==> src/logic/bcc_regs.svh <==
// bcc_regs.svh - offsets, field positions, reset values of the command block
// assumes: included by bare name from the top module, the checker and the bench
`ifndef BCC_REGS_SVH
`define BCC_REGS_SVH

// register byte offsets
`define BCC_CMD_OFF        12'h000
`define BCC_EVT_OFF        12'h004
`define BCC_MASK_OFF       12'h008

// command field positions
`define BCC_IO_SPACE_BIT   0
`define BCC_MEM_SPACE_BIT  1
`define BCC_BUS_MASTER_BIT 2
`define BCC_WR_INV_BIT     4
`define BCC_PARITY_BIT     6
`define BCC_PCI_SYSTEM_ERROR_PIN_BIT       8

// writable command bits and reset values
`define BCC_CMD_WR_MASK    16'h0157
`define BCC_CMD_RESET      16'h0000
`define BCC_EVT_RESET      4'h0
`define BCC_MASK_RESET     4'h0

// event status bit positions
`define BCC_EVT_MDP        0
`define BCC_EVT_SSERR      1
`define BCC_EVT_MEM_UR     2
`define BCC_EVT_IO_UR      3

// bus answers
`define BCC_RESP_OKAY      2'h0
`define BCC_RESP_SLVERR    2'h2

`endif

==> src/logic/bcc_pkg.sv <==
// bcc_pkg.sv - types shared by the command block and its users
// assumes: bcc_regs.svh sits on the include path
`default_nettype none

package bcc_pkg;

    // command register, bit 15 down to bit 0
    typedef struct packed {
        logic [4:0] unused_high;
        logic       interrupt_disable_zero;
        logic       fast_b2b_enable_zero;
        logic       system_error_report_enable;
        logic       stepping_zero;
        logic       parity_error_response_enable;
        logic       palette_snoop_zero;
        logic       write_invalidate_promote_enable;
        logic       special_cycle_zero;
        logic       bus_master_enable;
        logic       memory_space_enable;
        logic       io_space_enable;
    } bcc_cmd_s;

    // request seen on the pcie side, one-cycle strobes
    typedef struct packed {
        logic mem_req;
        logic mem_is_write;
        logic io_req;
    } bcc_tgt_req_s;

    // decision for that request, one-cycle strobes
    typedef struct packed {
        logic mem_fwd;
        logic mem_promote;
        logic mem_ur;
        logic io_fwd;
        logic io_ur;
    } bcc_tgt_dec_s;

    typedef struct packed {
        logic nonfatal;
        logic fatal;
    } bcc_err_s;

    typedef logic [3:0] bcc_evt_t;

endpackage

`default_nettype wire

==> src/logic/bcc_top.sv <==
// bcc_top.sv - command-control register bank of the pcie-to-pci bridge
// assumes: axi4-lite master on one clock, datapath strobes synchronous to aclk
`timescale 1ns/1ps
`default_nettype none
`include "bcc_regs.svh"

module bcc_top
    import bcc_pkg::*;
#(
    parameter int ADDR_W        = 12,
    parameter bit PCI_SYSTEM_ERROR_PIN_AS_FATAL = 1'b0
) (
    input  wire logic              aclk,
    input  wire logic              aresetn,
    input  wire logic [ADDR_W-1:0] s_axi_awaddr,
    input  wire logic              s_axi_awvalid,
    output logic                   s_axi_awready,
    input  wire logic [31:0]       s_axi_wdata,
    input  wire logic [3:0]        s_axi_wstrb,
    input  wire logic              s_axi_wvalid,
    output logic                   s_axi_wready,
    output logic [1:0]             s_axi_bresp,
    output logic                   s_axi_bvalid,
    input  wire logic              s_axi_bready,
    input  wire logic [ADDR_W-1:0] s_axi_araddr,
    input  wire logic              s_axi_arvalid,
    output logic                   s_axi_arready,
    output logic [31:0]            s_axi_rdata,
    output logic [1:0]             s_axi_rresp,
    output logic                   s_axi_rvalid,
    input  wire logic              s_axi_rready,
    input  wire bcc_tgt_req_s      tgt_req,
    output bcc_tgt_dec_s           tgt_dec,
    input  wire logic              pci_mem_req,
    output logic                   pci_mem_fwd,
    input  wire logic              upstream_req,
    output logic                   upstream_grant,
    input  wire logic              poisoned_tlp,
    input  wire bcc_err_s          bridge_err,
    input  wire logic              dev_ctl_nonfatal_en,
    input  wire logic              dev_ctl_fatal_en,
    input  wire logic              pci_system_error_pin_n,
    output bcc_err_s               err_msg,
    output logic                   master_data_parity_error,
    output logic                   signaled_system_error,
    output bcc_cmd_s               cmd,
    output logic                   irq
);

    // ------------------------------------------------------------
    // elaboration check
    // ------------------------------------------------------------
    if (ADDR_W < 4 || ADDR_W > 32) begin : g_bad_addr_w
        $error("bcc_top: ADDR_W must lie in 4..32");
    end

    // ------------------------------------------------------------
    // state
    // ------------------------------------------------------------
    logic [15:0]       cmd_r;
    bcc_evt_t          evt_r;
    bcc_evt_t          evt_nxt;
    bcc_evt_t          mask_r;
    bcc_evt_t          evt_set;
    logic              aw_have_r;
    logic              w_have_r;
    logic [ADDR_W-1:0] awaddr_r;
    logic [31:0]       wdata_r;
    logic [3:0]        wstrb_r;
    logic [31:0]       wmask;
    logic              wr_go;
    logic              rd_go;
    logic              bvalid_r;
    logic [1:0]        bresp_r;
    logic              rvalid_r;
    logic [31:0]       rdata_r;
    logic [1:0]        rresp_r;
    logic              pci_system_error_pin_pin_prev_r;
    logic              pci_system_error_pin_assert;
    logic              nonfatal_en;
    logic              fatal_en;
    logic              msg_nonfatal;
    logic              msg_fatal;
    logic              msg_any;
    logic              mdp_hit;
    bcc_tgt_dec_s      dec_r;
    logic              pci_mem_fwd_r;
    bcc_err_s          err_msg_r;
    logic              mdp_r;
    logic              sserr_r;

    // ------------------------------------------------------------
    // axi4-lite write path
    // ------------------------------------------------------------
    // address and data are held independently so either may come first
    assign s_axi_awready = !aw_have_r && !bvalid_r;
    assign s_axi_wready  = !w_have_r && !bvalid_r;
    assign wr_go         = aw_have_r && w_have_r && !bvalid_r;

    always_ff @(posedge aclk) begin
        if (!aresetn) begin
            aw_have_r <= 1'b0;
            awaddr_r  <= '0;
        end else if (s_axi_awvalid && s_axi_awready) begin
            aw_have_r <= 1'b1;
            awaddr_r  <= s_axi_awaddr;
        end else if (wr_go) begin
            aw_have_r <= 1'b0;
        end
    end

    always_ff @(posedge aclk) begin
        if (!aresetn) begin
            w_have_r <= 1'b0;
            wdata_r  <= '0;
            wstrb_r  <= '0;
        end else if (s_axi_wvalid && s_axi_wready) begin
            w_have_r <= 1'b1;
            wdata_r  <= s_axi_wdata;
            wstrb_r  <= s_axi_wstrb;
        end else if (wr_go) begin
            w_have_r <= 1'b0;
        end
    end

    for (genvar gi = 0; gi < 4; gi++) begin : g_lane
        assign wmask[8*gi +: 8] = {8{wstrb_r[gi]}};
    end

    always_ff @(posedge aclk) begin
        if (!aresetn) begin
            bvalid_r <= 1'b0;
            bresp_r  <= `BCC_RESP_OKAY;
        end else if (wr_go) begin
            bvalid_r <= 1'b1;
            case (awaddr_r)
                `BCC_CMD_OFF,
                `BCC_EVT_OFF,
                `BCC_MASK_OFF: bresp_r <= `BCC_RESP_OKAY;
                default:       bresp_r <= `BCC_RESP_SLVERR;
            endcase
        end else if (s_axi_bready) begin
            bvalid_r <= 1'b0;
        end
    end

    assign s_axi_bvalid = bvalid_r;
    assign s_axi_bresp  = bresp_r;

    // ------------------------------------------------------------
    // command and mask registers
    // ------------------------------------------------------------
    // only the six control bits can ever hold a one
    always_ff @(posedge aclk) begin
        if (!aresetn) begin
            cmd_r <= `BCC_CMD_RESET;
        end else if (wr_go && awaddr_r == `BCC_CMD_OFF) begin
            cmd_r <= (cmd_r & ~(wmask[15:0] & `BCC_CMD_WR_MASK))
                   | (wdata_r[15:0] & wmask[15:0] & `BCC_CMD_WR_MASK);
        end
    end
    assign cmd = bcc_cmd_s'(cmd_r);

    always_ff @(posedge aclk) begin
        if (!aresetn) begin
            mask_r <= `BCC_MASK_RESET;
        end else if (wr_go && awaddr_r == `BCC_MASK_OFF) begin
            mask_r <= (mask_r & ~wmask[3:0]) | (wdata_r[3:0] & wmask[3:0]);
        end
    end

    // ------------------------------------------------------------
    // axi4-lite read path
    // ------------------------------------------------------------
    assign s_axi_arready = !rvalid_r;
    assign rd_go         = s_axi_arvalid && s_axi_arready;

    always_ff @(posedge aclk) begin
        if (!aresetn) begin
            rvalid_r <= 1'b0;
            rdata_r  <= '0;
            rresp_r  <= `BCC_RESP_OKAY;
        end else if (rd_go) begin
            rvalid_r <= 1'b1;
            rresp_r  <= `BCC_RESP_OKAY;
            case (s_axi_araddr)
                `BCC_CMD_OFF:  rdata_r <= {16'h0000, cmd_r};
                `BCC_EVT_OFF:  rdata_r <= {28'h0000000, evt_r};
                `BCC_MASK_OFF: rdata_r <= {28'h0000000, mask_r};
                default: begin
                    rdata_r <= '0;
                    rresp_r <= `BCC_RESP_SLVERR;
                end
            endcase
        end else if (s_axi_rready) begin
            rvalid_r <= 1'b0;
        end
    end

    assign s_axi_rvalid = rvalid_r;
    assign s_axi_rdata  = rdata_r;
    assign s_axi_rresp  = rresp_r;

    // ------------------------------------------------------------
    // target decode of pcie requests
    // ------------------------------------------------------------
    always_ff @(posedge aclk) begin
        if (!aresetn) begin
            dec_r <= '0;
        end else begin
            dec_r.mem_fwd     <= tgt_req.mem_req && cmd.memory_space_enable;
            dec_r.mem_ur      <= tgt_req.mem_req && !cmd.memory_space_enable;
            dec_r.mem_promote <= tgt_req.mem_req && tgt_req.mem_is_write
                              && cmd.memory_space_enable
                              && cmd.write_invalidate_promote_enable;
            dec_r.io_fwd      <= tgt_req.io_req && cmd.io_space_enable;
            dec_r.io_ur       <= tgt_req.io_req && !cmd.io_space_enable;
        end
    end
    assign tgt_dec = dec_r;

    // upstream memory traffic from pci is never blocked by memory space
    always_ff @(posedge aclk) begin
        if (!aresetn) begin
            pci_mem_fwd_r <= 1'b0;
        end else begin
            pci_mem_fwd_r <= pci_mem_req;
        end
    end

    assign pci_mem_fwd = pci_mem_fwd_r;

    // grant is combinational so the master sees it in the request cycle
    assign upstream_grant = upstream_req && cmd.bus_master_enable;

    // ------------------------------------------------------------
    // error reporting
    // ------------------------------------------------------------
    // the pin is active low; only its falling edge counts as one assertion
    always_ff @(posedge aclk) begin
        if (!aresetn) begin
            pci_system_error_pin_pin_prev_r <= 1'b1;
        end else begin
            pci_system_error_pin_pin_prev_r <= pci_system_error_pin_n;
        end
    end

    assign pci_system_error_pin_assert = pci_system_error_pin_pin_prev_r && !pci_system_error_pin_n
                      && cmd.system_error_report_enable;

    assign nonfatal_en = cmd.system_error_report_enable || dev_ctl_nonfatal_en;
    assign fatal_en    = cmd.system_error_report_enable || dev_ctl_fatal_en;

    assign msg_nonfatal = (bridge_err.nonfatal && nonfatal_en)
                       || (pci_system_error_pin_assert && !PCI_SYSTEM_ERROR_PIN_AS_FATAL);
    assign msg_fatal    = (bridge_err.fatal && fatal_en)
                       || (pci_system_error_pin_assert && PCI_SYSTEM_ERROR_PIN_AS_FATAL);
    assign msg_any      = msg_nonfatal || msg_fatal;

    always_ff @(posedge aclk) begin
        if (!aresetn) begin
            err_msg_r <= '0;
        end else begin
            err_msg_r.nonfatal <= msg_nonfatal;
            err_msg_r.fatal    <= msg_fatal;
        end
    end

    assign err_msg = err_msg_r;

    // ------------------------------------------------------------
    // status set strobes toward the outside status register
    // ------------------------------------------------------------
    assign mdp_hit = poisoned_tlp && cmd.parity_error_response_enable;

    always_ff @(posedge aclk) begin
        if (!aresetn) begin
            mdp_r   <= 1'b0;
            sserr_r <= 1'b0;
        end else begin
            mdp_r   <= mdp_hit;
            sserr_r <= msg_any && cmd.system_error_report_enable;
        end
    end

    assign master_data_parity_error = mdp_r;
    assign signaled_system_error    = sserr_r;

    // ------------------------------------------------------------
    // sticky events and interrupt
    // ------------------------------------------------------------
    always_comb begin
        evt_set                 = '0;
        evt_set[`BCC_EVT_MDP]    = mdp_hit;
        evt_set[`BCC_EVT_SSERR]  = msg_any && cmd.system_error_report_enable;
        evt_set[`BCC_EVT_MEM_UR] = tgt_req.mem_req && !cmd.memory_space_enable;
        evt_set[`BCC_EVT_IO_UR]  = tgt_req.io_req && !cmd.io_space_enable;
    end

    // a read clears the word it returned, but a set in that cycle survives
    always_comb begin
        evt_nxt = evt_r;
        if (rd_go && s_axi_araddr == `BCC_EVT_OFF) begin
            evt_nxt = '0;
        end
        evt_nxt = evt_nxt | evt_set;
    end

    always_ff @(posedge aclk) begin
        if (!aresetn) begin
            evt_r <= `BCC_EVT_RESET;
        end else begin
            evt_r <= evt_nxt;
        end
    end

    assign irq = |(evt_r & mask_r);

endmodule

`default_nettype wire

==> config.mk <==
export PLATFORM = sky130hd
export DESIGN_NAME = bcc_top
export DESIGN_NICKNAME = d
export VERILOG_FILES = /design/src/logic/bcc_pkg.sv /design/src/logic/bcc_top.sv
export VERILOG_INCLUDE_DIRS = /design/src /design/src/logic
export SDC_FILE = /design/constraint.sdc
export NUM_CORES = 1
export LEC_CHECK = 0
export BUFFER_PORTS_ARGS = -buffer_cell sky130_fd_sc_hd__buf_4
export CORE_MARGIN = 2
export CORE_UTILIZATION = 40
export CTS_CLUSTER_DIAMETER = 150
export CTS_CLUSTER_SIZE = 8
export DETAILED_ROUTE_END_ITERATION = 8
export GPL_ROUTABILITY_DRIVEN = 0
export PLACE_DENSITY = 0.73
export SYNTH_ARGS = -nofsm -noshare
export SYNTH_HDL_FRONTEND = slang
export SYNTH_SLANG_ARGS = --single-unit
==> constraint.sdc <==
create_clock -name aclk -period 1.1 [get_ports aclk]
set_input_delay 0.165 -clock aclk [delete_from_list [all_inputs] [get_ports aclk]]
set_output_delay 0.165 -clock aclk [all_outputs]
set_load 0.01 [all_outputs]
# Yosys cells after proc, flatten, opt, wreduce, memory -nomap -nowiden
# Index checks and enable logic that the tools add are counted.
# op_classes
eq_ne	4
n_mux	11
n_bitwise	10
reduce_logical	44
# op_table
op	n
16-bit case mux with 3 select lines	1
12-bit by 3-bit == test with 1-bit output (second input constant)	2
12-bit by 4-bit == test with 1-bit output (second input constant)	2
1-bit logical AND	24
12-bit logical NOT	2
16-bit AND	1
9-bit NOT with 16-bit output	1
16-bit by 9-bit bitwise OR with 16-bit output	1
4-bit AND	3
9-bit AND	1
4-bit bitwise OR	2
2-bit nonzero test	4
1-bit logical NOT	7
1-bit two-way mux	7
3-bit OR reduction	2
1-bit logical OR	4
2-bit two-way mux	2
4-bit two-way mux	1
4-bit NOT	1
4-bit OR reduction	1
# word_totals
register_bits	98
inputBits	78
word_cells	93

# Depth between registers and ports, before layout
# depth
depth_word	7
ltp_mapped	5
mapped_depth_nobuf	3

# Least setup slack after synthesis
# No wires, ideal clock.
# synth_timing
path_type	reg2reg
start	reg bvalid_r, in the netlist s_axi_bvalid
end	reg awaddr_r[11]
arrival_ns	1.170
slack_ns	-0.198
stages_incl_launch_ff	6
n_path_buf	2
synth_period_minus_slack_ns	1.298
cell_sequence	dfxtp_1 -> buf_6 -> nor3b_4 -> buf_6 -> mux2i_1 -> nor2_1
# synth_via
elab_chain_len	3
# synth_rtl
element	line	rtl
from (decl)	bcc_top.sv:73	logic bvalid_r;
from (signal assigned)	bcc_top.sv:132	bvalid_r <= 1'b0;
from (signal assigned)	bcc_top.sv:135	bvalid_r <= 1'b1;
from (signal assigned)	bcc_top.sv:143	bvalid_r <= 1'b0;
1-bit logical NOT	bcc_top.sv:96	assign s_axi_awready = !aw_have_r && !bvalid_r;
1-bit logical AND	bcc_top.sv:96	
1-bit logical AND	bcc_top.sv:104	end else if (s_axi_awvalid && s_axi_awready) begin
to (signal assigned)	bcc_top.sv:106	awaddr_r <= s_axi_awaddr;
to (decl)	bcc_top.sv:67	logic [ADDR_W-1:0] awaddr_r;
# Every way passes these cells.
# A chain may end at the register's enable or synchronous reset.

==> impl_metrics.toml <==
[power]
seq_power_share_pct = 42.1
pwr-share-clk_pct = 42.8
switchingPower_mw = 1.33
pwr-share-comb_pct = 15.1
intPower_mw = 4.15
powerDensity_nw_per_um2 = 1380
switching_share_pct = 24.3
leakage_nw = 1.90
irDropWorstVdd_v = 0.000644

[critical_path]
required_ns = 0.94
reg2reg_to = "s_axi_rdata[8]$_SDFFE_PN0P_"
critical_path_arrival_ns = 1.15
startpoint_type = "flop"
r2r_cells = 3
cp_top_family = "flip-flops"
crit_chain = "buf_6 -> a22oi_2 -> nand2_1 -> buf_6"
crit_buf_inv = 2
endpoint_kind = "primary output"
reg2reg_slack_ns = -0.18
crit_slowest_cell = "dfxtp_2"
max_stage_delay_ns = 0.33
crit_top_cell = "buf_6"
path_max_fanout = 2
critical_path_class = "flop to primary output"
r2r_start = "s_axi_rvalid$_SDFFE_PN0P_"
cp_num_cells = 4

[grt]
grt_pass1_vias = 2230
antenna_found_initial = 0
grt_max_degree = 26
grt-ovfl-total = 0
grt_pass1_wl_mm = 10.4
grt_usage_pct = 17.9

[yosys]
syn_inst = 268
syn-cell-area_um2 = 2730
ys.flop_type = "dfxtp_1"
synth_edf_count = 0
synth-seq-cells = 59
ys_async_sr_fraction_pct = 0
synth_cell_types = 41
syn_area_per_cell_um2 = 10.2
yosys_warnings = 0
yosysSeqAreaShare_pct = 43.3

[final_layout]
layout-drive-gt1-share_pct = 44.5
layout_common_cells = "buf_4, dfxtp_1, conb_1"
diodes = 0
fillers = 552
area_growth_pct = 45.8
fin_nets = 462
mostFrequentLayoutCell = "buf_4"

[hold_path]
min_from = "pci_system_error_pin_n"
holdPathEnd = "pci_system_error_pin_pin_prev_r$_SDFF_PN1_"
hold_depth = 2
worstHoldPathType = "input port to flop"

[place]
io_buffers = 82
pre_cts_slack_ns = -0.160
place_hpwl_mm = 4.60

[route]
vias = 2258
drc = 0
drt-pass1-iter-count = 4
wirelength_mm = 6.41
routedWlPerCell_um = 13.7
ant_nets = 0
drtIter0Drc = 129
post_drt_via_cell_ratio = 4.81

[sta]
fin_ws_ns = -0.219
finalHoldViolCount = 0
finalCritPeriodShare_pct = 120
fin_crit_ns = 1.32
skew_ns = 0.00785
fmax_mhz = 758
setup_tns_ns = -4.02
grt_setup_unrepaired = "yes"
setup_viol = 51
drv_slew = 0
hold-worst-slack_ns = 0.0238

[floorplanning]
start_util_pct = 40.8
core-area_um2 = 6680
dieArea_um2 = 7490
core.rowCount = 30
die_y_um = 86.5
fp.dieW_um = 86.5
pin_count = 147

[clock_network]
cts_tree = "built"
cts-hold-fix-buffers = 0
numCtsBuffers = 9
htreeDepth = 3
clock_sinks = 59
clkTransAtPathRegs_ns = 0.07
cts_max_path_buffers = 2
clk_latency_ns = 0.34
cts-root-buf = "clkbuf_8"

[run]
maxCapViolations = 0

[outcome]
violations = "setup timing"
outcome = "complete, but fails checks"
worst reg2reg max path, cell delays in order (launching register included):
cell	delay, ns
dfxtp_4	0.36
nor4b_4	0.30
nand3_4	0.22
o41ai_2	0.31
area by class of cell:
class	instances	area (um^2)	area share [%]
multi-input cells	191	1410	35.5
clock inverters	3	68.8	1.73
flip-flops and latches	59	1210	30.4
repair buffers	118	1000	25.2
clock buffers	13	169	4.25
inverters	5	18.8	0.472
well taps	80	100	2.52
how the worst max path moves through the flow:
stage,slack [ns],startpoint,endpoint
detailed placement,-0.16,s_axi_rvalid$_SDFFE_PN0P_,s_axi_rdata[1]$_SDFFE_PN0P_
CTS,-0.22,flop,irq
floorplan,-0.16,s_axi_bvalid$_SDFFE_PN0P_,awaddr_r[11]$_SDFFE_PN0P_
finish,-0.22,flop,irq
global placement,-0.13,awaddr_r[8]$_SDFFE_PN0P_,flop
global route,-0.28,flop,irq
synthesized netlist by cell type, types with 3 or more instances:
cell / count / area share (%)
a222oi_1: 3 / 1.1
a21oi_1: 7 / 1.3
a31o_1: 3 / 0.96
dfxtp_1: 59 / 43
nor2_1: 29 / 4.0
and2_1: 4 / 0.92
nand2b_1: 5 / 1.1
o41ai_2: 3 / 1.8
mux2_1: 3 / 1.2
nand3_1: 4 / 0.73
buf_2: 3 / 0.55
and3_1: 5 / 1.1
clkbuf_1: 6 / 0.83
nand2_1: 24 / 3.3
a211oi_1: 4 / 1.1
buf_4: 38 / 10
inv_1: 4 / 0.55
nor4_4: 4 / 3.1
mux2i_1: 31 / 11
logic make-up (layout without fill, tap and decap cells):
logic type | after synthesis | after routing | synth area share, %
simple gates | 92 | 92 | 22.0
flops | 59 | 59 | 43.3
buf+inv | 54 | 139 | 13.4
mux | 34 | 34 | 12.6
compound gates | 28 | 28 | 8.54
other cells | 1 | 37 | 0.138
metal layers:
metal / share of wire, % / track usage [%] / up-vias
met5: 0 / 0 / -
met4: 2.8 / 9.52 / 0
met3: 6.4 / 5.14 / 18
met2: 50 / 29.1 / 99
met1: 40 / 21.2 / 1052
li1: - / - / 1089
power by group through the flow:
stage / sequential, mW / combinational [mW] / clock (mW)
2_1_floorplan: 2.34 / 0.488 / 0
3_5_place_dp: 2.34 / 0.763 / 0
6_report: 2.31 / 0.830 / 2.34
3_3_place_gp: 2.34 / 0.749 / 0
4_1_cts: 2.30 / 0.798 / 2.37
5_1_grt: 2.32 / 0.901 / 2.48
metrics by stage:
| stage | power (mW) | std cells | instance area [um^2] | utilization [%] |
|---|---|---|---|---|
| 2_1_floorplan | 2.83 | 304 | 2880 | - |
| 3_3_place_gp | 3.09 | 448 | 3520 | 52.7 |
| 3_5_place_dp | 3.11 | 448 | 3520 | 52.7 |
| 4_1_cts | 5.47 | 467 | 3880 | 58.0 |
| 5_1_grt | 5.70 | 469 | 3970 | 59.5 |
| 6_report | 5.48 | 469 | 3970 | 59.5 |
repair_timing:
| item | in CTS | in global routing |
|---|---|---|
| gates resized for setup | 32 | 20 |
| setup buffers | 3 | 2 |
| pin swaps | 15 | 4 |
| endpoints found under the setup margin | 54 | 54 |
(Power assumes the default switching activity.)
